$ cat config.mk
export PLATFORM = sky130hd
export DESIGN_NAME = adccp_control
export DESIGN_NICKNAME = d
export VERILOG_FILES = /design/src/design/adccp_control.v /design/src/design/adccp_scan_decode.v
export VERILOG_INCLUDE_DIRS = /design/src /design/src/design
export SDC_FILE = /design/constraint.sdc
export NUM_CORES = 1
export LEC_CHECK = 0
export ABC_CLOCK_PERIOD_IN_PS = 2650
export BUFFER_PORTS_ARGS = -buffer_cell sky130_fd_sc_hd__buf_2
export CAP_MARGIN = 30
export CELL_PAD_IN_SITES_DETAIL_PLACEMENT = 1
export CELL_PAD_IN_SITES_GLOBAL_PLACEMENT = 1
export CORE_UTILIZATION = 39
export DETAILED_ROUTE_END_ITERATION = 7
export GPL_TIMING_DRIVEN = 0
export PLACE_DENSITY = 0.8
export SLEW_MARGIN = 20
export SYNTH_ARGS = -nofsm -noshare
export SYNTH_HDL_FRONTEND = slang
export SYNTH_SLANG_ARGS = --single-unit
$ cat constraint.sdc
create_clock -name core_clk -period 2.65 [get_ports core_clk]
set_clock_uncertainty 0.2 [all_clocks]
set_input_delay 0 -clock core_clk [delete_from_list [all_inputs] [get_ports core_clk]]
set_output_delay 0 -clock core_clk [all_outputs]
set_load 0.05 [all_outputs]
$ cat src/design/adccp_defines.vh
/*
 * Constants of the converter channel and priority control block: register
 * offsets, field positions, reset values and timing counts.
 * Assumes it is included once per file by its bare name.
 */
`ifndef ADCCP_DEFINES_VH
`define ADCCP_DEFINES_VH

// Byte offsets on the AHB-Lite register port.
`define ADCCP_OFS_CHAN_MODE   8'h00
`define ADCCP_OFS_PRIO_CTRL   8'h04
`define ADCCP_OFS_NORM_CTRL   8'h08
`define ADCCP_OFS_INT_STATUS  8'h0c
`define ADCCP_OFS_INT_MASK    8'h10
`define ADCCP_OFS_PRIO_RESULT 8'h14
`define ADCCP_OFS_NORM_RESULT 8'h18

// channel_select_mode fields.
`define ADCCP_REF_ENABLE_BIT  7
`define ADCCP_IDLE_OP_BIT     6
`define ADCCP_SCAN_W_HI       5
`define ADCCP_SCAN_W_LO       4
`define ADCCP_CHAN_HI         3
`define ADCCP_CHAN_LO         0

// priority_conversion_control fields.
`define ADCCP_PRIO_DONE_BIT   7
`define ADCCP_PRIO_BUSY_BIT   6
`define ADCCP_PRIO_START_BIT  5
`define ADCCP_PRIO_SPARE_BIT  4

// Normal conversion control fields.
`define ADCCP_NORM_DONE_BIT   7
`define ADCCP_NORM_BUSY_BIT   6
`define ADCCP_REF_READY_BIT   5
`define ADCCP_SCAN_MODE_BIT   1
`define ADCCP_NORM_START_BIT  0

// Interrupt status and mask bits.
`define ADCCP_INT_NORM_BIT    0
`define ADCCP_INT_PRIO_BIT    1

// Scan width encodings.
`define ADCCP_SCAN_4          2'h0
`define ADCCP_SCAN_8          2'h1
`define ADCCP_SCAN_12         2'h2

// Reset values.
`define ADCCP_RST_CHAN_MODE   8'h00
`define ADCCP_RST_PRIO_CTRL   8'h00
`define ADCCP_RST_INT_MASK    2'h0

// Reference settling time and its count at the core clock.
`define ADCCP_REF_SETTLE_NS   3000
`define ADCCP_CLK_PERIOD_NS   50
`define ADCCP_REF_SETTLE_CYC  7'd60

`endif

$ cat src/design/adccp_control.v
/*
 * Channel selection, reference and idle control, and top-priority
 * conversion sequencing for an on-chip converter, with an AHB-Lite
 * register port and one level interrupt.
 * Assumes a converter core that starts on convStart, stops at once on
 * convAbort, holds while convRun is low and pulses convDone with data.
 */
// The implementer's own choices: register access over AHB-Lite and the placing of the registers.
`timescale 1ns/100ps
`include "adccp_defines.vh"

module adccp_control (
	input  wire        core_clk,    // System clock, 20 MHz
	input  wire        srst,        // Synchronous reset, active high
	input  wire        hsel,        // AHB-Lite slave select
	input  wire [7:0]  haddr,       // AHB-Lite byte address
	input  wire [1:0]  htrans,      // AHB-Lite transfer type
	input  wire        hwrite,      // AHB-Lite write
	input  wire [2:0]  hsize,       // AHB-Lite size, word only
	input  wire [31:0] hwdata,      // AHB-Lite write data
	input  wire        hready,      // AHB-Lite bus ready
	output wire        hreadyout,   // Slave ready, always high
	output wire        hresp,       // Slave response, always OKAY
	output reg  [31:0] hrdata,      // Read data
	input  wire        idleMode,    // Chip is in IDLE mode
	input  wire        convDone,    // Converter finished, one-cycle pulse
	input  wire [11:0] convData,    // Converter result with convDone
	output wire        refEnable,   // Reference voltage applied
	output wire        convRun,     // Converter allowed to operate
	output reg         convStart,   // Start a conversion, one-cycle pulse
	output reg         convAbort,   // Abandon current conversion, pulse
	output reg  [3:0]  convChannel, // Analog input being converted
	output wire        irq          // Level interrupt
);

	localparam ST_IDLE = 2'h0;
	localparam ST_NORM = 2'h1;
	localparam ST_PRIO = 2'h2;

	reg  [7:0]  chanMode;
	reg         prioSpare;
	reg  [3:0]  prioChan;
	reg         prioPending;
	reg         prioBusy;
	reg         prioDone;
	reg         scanMode;
	reg         normActive;
	reg         normDone;
	reg  [3:0]  curChan;
	reg  [3:0]  endChan;
	reg  [1:0]  state;
	reg  [1:0]  intStatus;
	reg  [1:0]  intMask;
	reg  [11:0] prioResult;
	reg  [11:0] normResult;
	reg  [3:0]  normResultChan;
	reg  [6:0]  settleCount;
	reg         refReady;
	reg         wrPending;
	reg  [7:0]  wrAddr;
	reg  [31:0] next_hrdata;

	wire        addrPhase;
	wire        rdTaken;
	wire        wrNow;
	wire [3:0]  firstChan;
	wire [3:0]  lastChan;
	wire        prioStartWr;
	wire        normStartWr;
	wire        prioDoneEvt;
	wire        normDoneEvt;
	wire        rdPrio;
	wire        rdNorm;
	wire        rdIntStatus;

	assign hreadyout = 1'b1;
	assign hresp     = 1'b0;

	assign addrPhase   = hsel & htrans[1] & hready;
	assign rdTaken     = addrPhase & ~hwrite;
	assign wrNow       = wrPending;
	assign rdPrio      = rdTaken & (haddr == `ADCCP_OFS_PRIO_CTRL);
	assign rdNorm      = rdTaken & (haddr == `ADCCP_OFS_NORM_CTRL);
	assign rdIntStatus = rdTaken & (haddr == `ADCCP_OFS_INT_STATUS);

	assign prioStartWr = wrNow & (wrAddr == `ADCCP_OFS_PRIO_CTRL)
		& hwdata[`ADCCP_PRIO_START_BIT];
	assign normStartWr = wrNow & (wrAddr == `ADCCP_OFS_NORM_CTRL)
		& hwdata[`ADCCP_NORM_START_BIT];

	assign refEnable = chanMode[`ADCCP_REF_ENABLE_BIT];
	assign convRun   = ~idleMode | chanMode[`ADCCP_IDLE_OP_BIT];

	assign prioDoneEvt = (state == ST_PRIO) & convDone;
	assign normDoneEvt = (state == ST_NORM) & convDone & (curChan == endChan);

	assign irq = |(intStatus & intMask);

	adccp_scan_decode u_decode (
		.scanMode  (scanMode),
		.scanWidth (chanMode[`ADCCP_SCAN_W_HI:`ADCCP_SCAN_W_LO]),
		.chanField (chanMode[`ADCCP_CHAN_HI:`ADCCP_CHAN_LO]),
		.firstChan (firstChan),
		.lastChan  (lastChan)
	);

	// Write data follows its address phase by one cycle.
	always @(posedge core_clk)
	begin
		if (srst)
		begin
			wrPending <= 1'b0;
			wrAddr    <= 8'h00;
		end
		else
		begin
			wrPending <= addrPhase & hwrite;
			if (addrPhase)
				wrAddr <= haddr;
		end
	end

	// Configuration registers.
	always @(posedge core_clk)
	begin
		if (srst)
		begin
			chanMode  <= `ADCCP_RST_CHAN_MODE;
			prioSpare <= 1'b0;
			prioChan  <= 4'h0;
			scanMode  <= 1'b0;
			intMask   <= `ADCCP_RST_INT_MASK;
		end
		else if (wrNow)
		begin
			case (wrAddr)
				`ADCCP_OFS_CHAN_MODE:
					chanMode <= hwdata[7:0];
				`ADCCP_OFS_PRIO_CTRL:
				begin
					prioSpare <= hwdata[`ADCCP_PRIO_SPARE_BIT];
					prioChan  <= hwdata[3:0];
				end
				`ADCCP_OFS_NORM_CTRL:
					scanMode <= hwdata[`ADCCP_SCAN_MODE_BIT];
				`ADCCP_OFS_INT_MASK:
					intMask <= hwdata[1:0];
				default:
					chanMode <= chanMode;
			endcase
		end
	end

	// Reference settling: ready once enabled for the settle time.
	always @(posedge core_clk)
	begin
		if (srst)
		begin
			settleCount <= 7'h00;
			refReady    <= 1'b0;
		end
		else if (!refEnable)
		begin
			settleCount <= 7'h00;
			refReady    <= 1'b0;
		end
		else if (settleCount == `ADCCP_REF_SETTLE_CYC)
			refReady <= 1'b1;
		else
			settleCount <= settleCount + 7'h01;
	end

	// Conversion sequencer; priority requests win over the normal sequence.
	always @(posedge core_clk)
	begin
		if (srst)
		begin
			state       <= ST_IDLE;
			prioPending <= 1'b0;
			prioBusy    <= 1'b0;
			normActive  <= 1'b0;
			curChan     <= 4'h0;
			endChan     <= 4'h0;
			convStart   <= 1'b0;
			convAbort   <= 1'b0;
			convChannel <= 4'h0;
			prioResult  <= 12'h000;
			normResult  <= 12'h000;
			normResultChan <= 4'h0;
		end
		else
		begin
			convStart <= 1'b0;
			convAbort <= 1'b0;
			if (prioStartWr)
			begin
				prioPending <= 1'b1;
				prioBusy    <= 1'b1;
			end
			if (normStartWr)
			begin
				normActive <= 1'b1;
				curChan    <= firstChan;
				endChan    <= lastChan;
			end
			case (state)
				ST_IDLE:
				begin
					if (convRun && (prioPending || prioStartWr))
					begin
						prioPending <= 1'b0;
						// A start written while idle takes its channel from that same write.
						convChannel <= prioStartWr ? hwdata[3:0] : prioChan;
						convStart   <= 1'b1;
						state       <= ST_PRIO;
					end
					else if (convRun && normActive && !normStartWr)
					begin
						convChannel <= curChan;
						convStart   <= 1'b1;
						state       <= ST_NORM;
					end
				end
				ST_NORM:
				begin
					if (prioPending || prioStartWr)
					begin
						// The interrupted channel is redone afterwards.
						convAbort <= 1'b1;
						state     <= ST_IDLE;
					end
					else if (convDone)
					begin
						normResult     <= convData;
						normResultChan <= curChan;
						state          <= ST_IDLE;
						if (curChan == endChan)
							normActive <= 1'b0;
						else if (!normStartWr)
							curChan <= curChan + 4'h1;
					end
				end
				ST_PRIO:
				begin
					if (convDone)
					begin
						prioResult <= convData;
						if (!prioPending && !prioStartWr)
							prioBusy <= 1'b0;
						state <= ST_IDLE;
					end
				end
				default:
					state <= ST_IDLE;
			endcase
		end
	end

	// Sticky flags: a completion in the same cycle as a read survives.
	always @(posedge core_clk)
	begin
		if (srst)
		begin
			prioDone  <= 1'b0;
			normDone  <= 1'b0;
			intStatus <= 2'h0;
		end
		else
		begin
			if (prioDoneEvt)
				prioDone <= 1'b1;
			else if (rdPrio)
				prioDone <= 1'b0;
			if (normDoneEvt)
				normDone <= 1'b1;
			else if (rdNorm)
				normDone <= 1'b0;
			if (prioStartWr)
				prioDone <= 1'b0;
			intStatus[`ADCCP_INT_NORM_BIT] <= normDoneEvt
				| (intStatus[`ADCCP_INT_NORM_BIT] & ~rdIntStatus);
			intStatus[`ADCCP_INT_PRIO_BIT] <= prioDoneEvt
				| (intStatus[`ADCCP_INT_PRIO_BIT] & ~rdIntStatus);
		end
	end

	// Read data is prepared from the address phase.
	always @*
	begin
		next_hrdata = 32'h00000000;
		case (haddr)
			`ADCCP_OFS_CHAN_MODE:
				next_hrdata[7:0] = chanMode;
			`ADCCP_OFS_PRIO_CTRL:
			begin
				next_hrdata[`ADCCP_PRIO_DONE_BIT]  = prioDone;
				next_hrdata[`ADCCP_PRIO_BUSY_BIT]  = prioBusy;
				next_hrdata[`ADCCP_PRIO_START_BIT] = 1'b0;
				next_hrdata[`ADCCP_PRIO_SPARE_BIT] = prioSpare;
				next_hrdata[3:0] = prioChan;
			end
			`ADCCP_OFS_NORM_CTRL:
			begin
				next_hrdata[`ADCCP_NORM_DONE_BIT] = normDone;
				next_hrdata[`ADCCP_NORM_BUSY_BIT] = normActive;
				next_hrdata[`ADCCP_REF_READY_BIT] = refReady;
				next_hrdata[`ADCCP_SCAN_MODE_BIT] = scanMode;
			end
			`ADCCP_OFS_INT_STATUS:
				next_hrdata[1:0] = intStatus;
			`ADCCP_OFS_INT_MASK:
				next_hrdata[1:0] = intMask;
			`ADCCP_OFS_PRIO_RESULT:
				next_hrdata[11:0] = prioResult;
			`ADCCP_OFS_NORM_RESULT:
				next_hrdata[15:0] = {normResultChan, normResult};
			default:
				next_hrdata = 32'h00000000;
		endcase
	end

	always @(posedge core_clk)
	begin
		if (srst)
			hrdata <= 32'h00000000;
		else if (rdTaken)
			hrdata <= next_hrdata;
	end

endmodule // adccp_control

$ cat src/design/adccp_scan_decode.v
/*
 * Decodes the channel field and scan settings into the first and last
 * analog input of a conversion sequence.
 * Assumes the fields come straight from the mode registers.
 */
`timescale 1ns/100ps
`include "adccp_defines.vh"

module adccp_scan_decode (
	input  wire       scanMode,   // 1 selects channel scan
	input  wire [1:0] scanWidth,  // Scan width field
	input  wire [3:0] chanField,  // Channel field
	output reg  [3:0] firstChan,  // First input of the sequence
	output reg  [3:0] lastChan    // Last input of the sequence
);

	always @*
	begin
		firstChan = 4'h0;
		lastChan  = chanField;
		if (!scanMode)
		begin
			// Fixed channel: width is ignored, one input only.
			firstChan = chanField;
			lastChan  = chanField;
		end
		else
		begin
			case (scanWidth)
				`ADCCP_SCAN_4:
				begin
					firstChan = {1'b0, chanField[2], 2'h0};
					lastChan  = {1'b0, chanField[2], chanField[1:0]};
				end
				`ADCCP_SCAN_8:
				begin
					lastChan = {1'b0, chanField[2:0]};
				end
				`ADCCP_SCAN_12:
				begin
					lastChan = chanField;
				end
				default:
				begin
					// Reserved width: fall back to a single channel.
					firstChan = chanField;
					lastChan  = chanField;
				end
			endcase
		end
	end

endmodule // adccp_scan_decode

==> key figures, run 1 <==
Floorplan
  • Core region area: 0.0111 mm^2
  • Die Span X: 110 um
  • Die H: 110 um
  • Row cnt: 38
  • IO Pins: 107
  • Starting Density: 40.9%
  • Total die area: 0.0120 mm^2

Synthesis
  • Most used DFF post-synth: dfxtp_1
  • Syn avg cell area: 8.47 um^2
  • #FFs+latches synth: 100
  • Seq/Total Area, Yosys: 44.2%
  • Synth Instances: 534
  • Cell Area, Synth: 0.00453 mm^2
  • EDFF count, synth: 0
  • Yosys warnings: 0
  • Share of flip-flops with an asynchronous set or reset: 0%
  • Yosys cell types: 49

Clock network
  • Maximum clock path buffer count: 2
  • Cts repair resizes: 0
  • CTS H-tree depth: 3
  • TritonCTS clock tree: done
  • Skew-Pair Late Insertion Delay: 0.35 ns
  • Hold_buf cts: 29
  • Clk sink count: 100
  • Cts bufs inserted: 9
  • CTS Root Cell: clkbuf_16
  • Postcts setup bufs: 0
  • Clock-pin slew of the registers on the worst-case setup and hold paths: 0.07 ns

Setup path
  • Reg2reg setup slack: 0.20 ns
  • CP top delay family: simple AND/OR/NAND/NOR gates
  • Required time worst endpoint: 2.72 ns
  • Critical Path, Cell by Cell: nor3_2, a41oi_1, nand2_1, buf_2, nand2_1, a21oi_1
  • Largest stage delay on the critical path: 0.45 ns
  • Count of cells along the worst register-to-register path: 6
  • Crit path top cell by count: nand2_1
  • Setup crit start kind: flop
  • WP buf/inv: 1
  • RR Endpoint: normResult[11]
  • Type of destination of the critical path: flop
  • CP arrival: 2.52 ns
  • Reg2Reg Launch Point: wrAddr[7]
  • Crit Path Class: reg2reg
  • CP max FO: 10
  • Slowest CP cell: a41oi_1

Placement
  • Number of I/O port buffers: 59
  • Detailed placer's ending HPWL: 10500 um
  • Routability cong.: 0.854

Power
  • NetSw: 754 uW
  • Pwr/cell area: 566 mW/mm^2
  • Comb pwr share: 8.6%
  • Reg power frac: 47.3%
  • Lkg Pwr: 2.26 nW
  • Net Sw Frac: 23.5%
  • Clock power share: 44.1%
  • Worst vdd ir: 496 uV
  • Internal Dissipation: 2.46 mW

STA
  • Setup-failing EPs final: 0
  • RSZ-0062 raised after global routing: no
  • Fmax achieved: 0.409 GHz
  • Fin. max-slew vios: 0
  • Actual slew at the worst max-slew pin: 0.759 ns
  • Setup TNS: 0 ns
  • Post-route minimum period: 2.45 ns
  • Final hold slack: 0.0597 ns
  • Hold Violations, Final: 0
  • Slew Limit Headroom: 49.2%
  • Fin crit share: 92.3%

Worst hold path
  • WHS Endpoint: wrAddr[3]
  • Hold Path Class: in2reg
  • Min-delay src: haddr[3]
  • Hold path depth: 4

Final layout
  • Share of layout cells above drive strength 1: 16.8%
  • Final Util: 51.2%
  • Most common cell after layout, fill and taps aside: dfxtp_1
  • Area Growth Syn to Fin: 25.2%
  • Fin nets: 716
  • Most frequent cells in the layout: dfxtp_1 (100), nand2_1 (89), a21oi_1 (65)

Route
  • Routed wire length: 14100 um
  • WL/cell: 17.8 um
  • DRC violations left: 0
  • Drt first pass iters: 4
  • Average vias per placed instance: 5.32
  • DRC violation total after the first TritonRoute iteration: 170
  • Antenna-violating nets left: 0
  • Via Count: 4231

Global route
  • Number of antenna violations at the first check in global routing: 1
  • Largest net degree at the start of global routing: 16
  • First-pass GRT wire length: 22600 um
  • Number of global-route vias before repair: 4530
  • GRT Total Usage: 25.2%
  • Total grt overflow: 0

Status
  • Status: finished clean

Job
  • Max_cap viols: 0
[layer usage]
layer  global-route usage, %  vias up  routed length [um]
li1                        -     2063                   -
met1                    29.1     2042                6030
met2                    45.4      111                7210
met3                    5.75       15                 676
met4                    8.67        0                 201
met5                       0        -                   0
[worst reg2reg max path: cells and delay by family (launching register included)]
family / cells / cell delay (ns)
flops: 1 / 0.33
buf+inv: 1 / 0.31
simple gates: 3 / 0.93
compound gates: 2 / 0.60
[cells by family after synthesis]
family	count (synthesis)	share of synthesized area, %
AND/OR/NAND/NOR	222	24.5
AO/OA/AOI/OAI	117	16.0
flip-flops	100	44.2
buffers and inverters	52	5.92
multiplexers	25	5.86
XOR/XNOR	13	2.52
adder cells (fa/ha/maj)	3	0.830
other	2	0.166
[Yosys cell counts, drive strengths merged, types with 3 or more instances]
| cell | n | area share [%] |
|---|---|---|
| dfxtp | 100 | 44 |
| nand2 | 89 | 7.4 |
| a21oi | 65 | 7.2 |
| nand3 | 40 | 4.4 |
| nor2 | 40 | 3.3 |
| buf | 23 | 3.5 |
| clkbuf | 23 | 1.9 |
| mux2i | 22 | 4.9 |
| o21ai | 12 | 1.3 |
| a211oi | 9 | 1.5 |
| nor3 | 9 | 1.2 |
| xor2 | 7 | 1.4 |
| a22o | 6 | 1.2 |
| inv | 6 | 0.50 |
| nor3b | 6 | 1.0 |
| xnor2 | 6 | 1.2 |
| a22oi | 5 | 0.83 |
| and2 | 5 | 0.69 |
| nor2b | 5 | 0.69 |
| or2 | 5 | 0.69 |
| a32o | 4 | 0.88 |
| and3 | 4 | 0.55 |
| nand2b | 4 | 0.55 |
| nand3b | 4 | 0.66 |
| a221oi | 3 | 0.58 |
| ha | 3 | 0.83 |
| o2bb2ai | 3 | 0.58 |
[area by class of cell]
type	instances	area, um^2
diodes	1	2.50
well taps	140	175
inverters	6	22.5
clock buffers	12	246
clock inverters	4	72.6
repair buffers	88	586
plain buffers	46	245
fillers	1368	5410
flip-flops and latches	100	2000
multi-input cells	398	2320
[flip-flops by register name, summed over array words and instances, names as in the netlist, 4 cells and up]
signal          count
chanMode            8
curChan             4
normResultChan      4
hrdata             16
wrAddr              8
settleCount         7
prioChan            4
convChannel         4
normResult         12
endChan             4
prioResult         12
[worst max path at each step]
stage,to,cells past startpoint,startpoint,slack (ns)
after CTS,normResult[11],6,wrAddr[0],0.18
after global routing,normResult[10],6,wrAddr[0],0.05
final,normResult[11],6,wrAddr[7],0.20
after global placement,normResult[4],6,wrAddr[0],0.26
after floorplan,convChannel[0],6,wrAddr[0],0.68
after detailed placement,normResult[11],6,wrAddr[0],0.23
[through the flow]
stage          area (um^2)  std cells  power (mW)  worst slack, ns
3_5_place_dp          5060        749        1.79            0.229
5_1_grt               5670        795        3.32           0.0456
6_report              5670        795        3.21            0.205
4_1_cts               5670        794        3.23            0.185
2_1_floorplan         4590        550        1.71            0.679
3_3_place_gp          5060        749        1.79            0.262
[power groups by stage]
stage	Combinational [mW]	Clock (mW)	Sequential [mW]
final	0.275	1.42	1.52
after global routing	0.293	1.50	1.52
after CTS	0.270	1.45	1.52
after detailed placement	0.237	0	1.55
after global placement	0.232	0	1.55
after floorplan	0.153	0	1.56
No activity file was read; power rests on OpenSTA's default activity.
==> run 2, diff against run 1 <==
--- a/config.mk
+++ b/config.mk
@@ -12,8 +12,10 @@
 export CELL_PAD_IN_SITES_DETAIL_PLACEMENT = 1
 export CELL_PAD_IN_SITES_GLOBAL_PLACEMENT = 1
 export CORE_UTILIZATION = 39
+export CTS_CLUSTER_SIZE = 8
 export DETAILED_ROUTE_END_ITERATION = 7
 export GPL_TIMING_DRIVEN = 0
+export MAX_ROUTING_LAYER = met4
 export PLACE_DENSITY = 0.8
 export SLEW_MARGIN = 20
 export SYNTH_ARGS = -nofsm -noshare
==> run 2 against run 1 <==
Against the previous run:
- final cell count is the same
- count of clock-buffer cells in the layout unchanged
- non-clock buffer count did not move
- setup slack worse by 0.0036 ns
- total power grew 0.11%
- sequential cell count stayed put
- cell area unchanged
- register-to-register slack about the same
- fmax is 0.15% lower
- first-iteration DRC count decreased by 1.2%
- hold slack lost 0.0013 ns
- largest power group unchanged
- highest routed layer unchanged
==> key figures, run 2 (synthesized netlist as in run 1, its figures left out) <==
Setup path
  • CP arrival: 2.52 ns (about the same)
  • CP endpoint: normResult[11]
  • WP buf/inv: 1 (unchanged)
  • Largest stage delay on the critical path: 0.44 ns (about the same)
  • Count of cells along the worst register-to-register path: 6 (unchanged)
  • Setup crit start kind: flop
  • Reg2reg setup slack: 0.20 ns (about the same)
  • Critical Path, Cell by Cell: nor3b_1, a41oi_1, nand2_1, buf_2, nand2_1, a21oi_1
  • RR Endpoint: normResult[11]
  • Reg2Reg Launch Point: wrAddr[0]
  • Type of destination of the critical path: flop
  • Cell depth of the worst setup path: 6 (unchanged)
  • Crit path top cell by count: nand2_1
  • Setup crit start: wrAddr[0]
  • Crit Path Class: reg2reg
  • CP top delay family: simple AND/OR/NAND/NOR gates
  • CP max FO: 10 (unchanged)
  • Slowest CP cell: a41oi_1
  • Required time worst endpoint: 2.72 ns (about the same)

Global route
  • First-pass GRT wire length: 22600 um (+0.27%)
  • Number of global-route vias before repair: 4517 (-0.29%)
  • Largest net degree at the start of global routing: 16 (unchanged)
  • Number of antenna violations at the first check in global routing: 1 (unchanged)
  • Total grt overflow: 0 (unchanged)
  • GRT Total Usage: 26.0% (+0.78 points)

Route
  • DRC violation total after the first TritonRoute iteration: 168 (-1.2%)
  • DRC violations left: 0 (unchanged)
  • Via Count: 4257 (+0.61%)
  • Antenna-violating nets left: 0 (unchanged)
  • Average vias per placed instance: 5.35 (+0.61%)
  • Routed wire length: 14300 um (+1.0%)
  • WL/cell: 17.9 um (+1.0%)
  • Drt first pass iters: 4 (unchanged)

Job
  • Max_cap viols: 0 (unchanged)

STA
  • Setup TNS: 0 ns (unchanged)
  • Fin. max-slew vios: 0 (unchanged)
  • RSZ-0062 raised after global routing: no
  • Fin crit share: 92.4% (+0.14 points)
  • Fmax achieved: 0.408 GHz (-0.15%)
  • Slew Limit Headroom: 47.9% (-1.3 points)
  • Post-route minimum period: 2.45 ns (+0.00363 ns)
  • Hold Violations, Final: 0 (unchanged)
  • Actual slew at the worst max-slew pin: 0.779 ns (+0.0198 ns)
  • Setup-failing EPs final: 0 (unchanged)

Final layout
  • Number of fill cells in the layout: 1368 (unchanged)
  • Largest regs: hrdata: 16 flops, normResult: 12 flops, prioResult: 12 flops
  • Multi-input logic area: 0.00232 mm^2 (unchanged)
  • Fin nets: 716 (unchanged)
  • Reg with most FFs: hrdata
  • Area Growth Syn to Fin: 25.2% (unchanged)
  • Reg area: 0.00200 mm^2 (unchanged)
  • Share of layout cells above drive strength 1: 16.8% (unchanged)
  • Max reg flops: 16 (unchanged)
  • Most frequent cells in the layout: dfxtp_1 (100), nand2_1 (89), a21oi_1 (65)
  • Most common cell after layout, fill and taps aside: dfxtp_1

Power
  • Pwr/cell area: 567 mW/mm^2 (+0.11%)
  • Worst vdd ir: 499 uV (+0.51%)
  • Final Power: 3.21 mW (+0.11%)
  • Lkg Pwr: 2.26 nW (unchanged)

Clock network
  • TritonCTS clock tree: done
  • Maximum clock path buffer count: 2 (unchanged)
  • CTS Root Cell: clkbuf_16
  • Cts bufs inserted: 9 (unchanged)
  • Cts repair resizes: 0 (unchanged)
  • CTS H-tree depth: 3 (unchanged)
  • Skew-Pair Late Insertion Delay: 0.35 ns (about the same)
  • Clk sink count: 100 (unchanged)
  • Clock-pin slew of the registers on the worst-case setup and hold paths: 0.07 ns (about the same)

Floorplan
  • Core region area: 0.0111 mm^2 (unchanged)
  • Die Span X: 110 um (unchanged)
  • IO Pins: 107 (unchanged)
  • Total die area: 0.0120 mm^2 (unchanged)
  • Die H: 110 um (unchanged)
  • Starting Density: 40.9% (unchanged)
  • Row cnt: 38 (unchanged)

Placement
  • Number of I/O port buffers: 59 (unchanged)
  • Detailed placer's ending HPWL: 10500 um (unchanged)
  • Routability cong.: 0.867 (+1.6%)

Status
  • Status: finished clean

Worst hold path
  • Min-delay src: haddr[3]
  • Hold Path Class: in2reg
==> run 2: what timing repair did <==
item	in CTS	in global routing
hold buffers	29	0
buffers inserted	0	0
hold endpoints to repair	66	0
==> run 2: worst min path at each step <==
stage / to / slack [ns] / cells after the start
6_report: wrAddr[3] / 0.06 / 4
5_1_grt: wrAddr[3] / 0.06 / 4
4_1_cts: wrAddr[3] / 0.02 / 4
3_5_place_dp: chanMode[6] / 0.05 / 3
3_3_place_gp: chanMode[6] / 0.04 / 3
2_1_floorplan: prioResult[0] / -0.06 / 2
==> run 2: stage by stage <==
step | util, % | setup WS [ns] | cell area (um^2) | hold WS (ns) | std cells
5_1_grt | 51.2 | 0.0380 | 5670 | 0.0617 | 795
4_1_cts | 51.1 | 0.185 | 5670 | 0.0227 | 794
2_1_floorplan | - | 0.679 | 4590 | -0.0640 | 550
3_5_place_dp | 45.6 | 0.229 | 5060 | 0.0545 | 749
6_report | 51.2 | 0.201 | 5670 | 0.0585 | 795
3_3_place_gp | 45.6 | 0.262 | 5060 | 0.0401 | 749
==> run 2: cell type report <==
type / instances / share of cell area [%]
multi-input combinational: 398 / 40.9
sequential: 100 / 35.3
timing repair buffer: 88 / 10.3
clock buffer: 12 / 4.35
buffer: 46 / 4.33
tap: 140 / 3.09
clock inverter: 4 / 1.28
inverter: 6 / 0.397
antenna: 1 / 0.0442
==> run 2: power by group <==
part           internal (mW)  switching (mW)  total (mW)  leakage [nW]
logic                 0.0930           0.182       0.275          1.30
registers               1.51         0.00872        1.52         0.806
clock network          0.852           0.567        1.42         0.153
==> run 2: tightest hold or removal path, cell delays in order <==
cell and delay [ns]:
buf_2 0.12, clkbuf_1 0.25, nand2_1 0.12, a21oi_1 0.06
==> run 2: metal layers <==
layer  global-route usage [%]  share of wire, %
met5                        -                 0
met4                     8.67               1.5
met3                     5.75               3.8
met2                     45.1                51
met1                     29.5                44
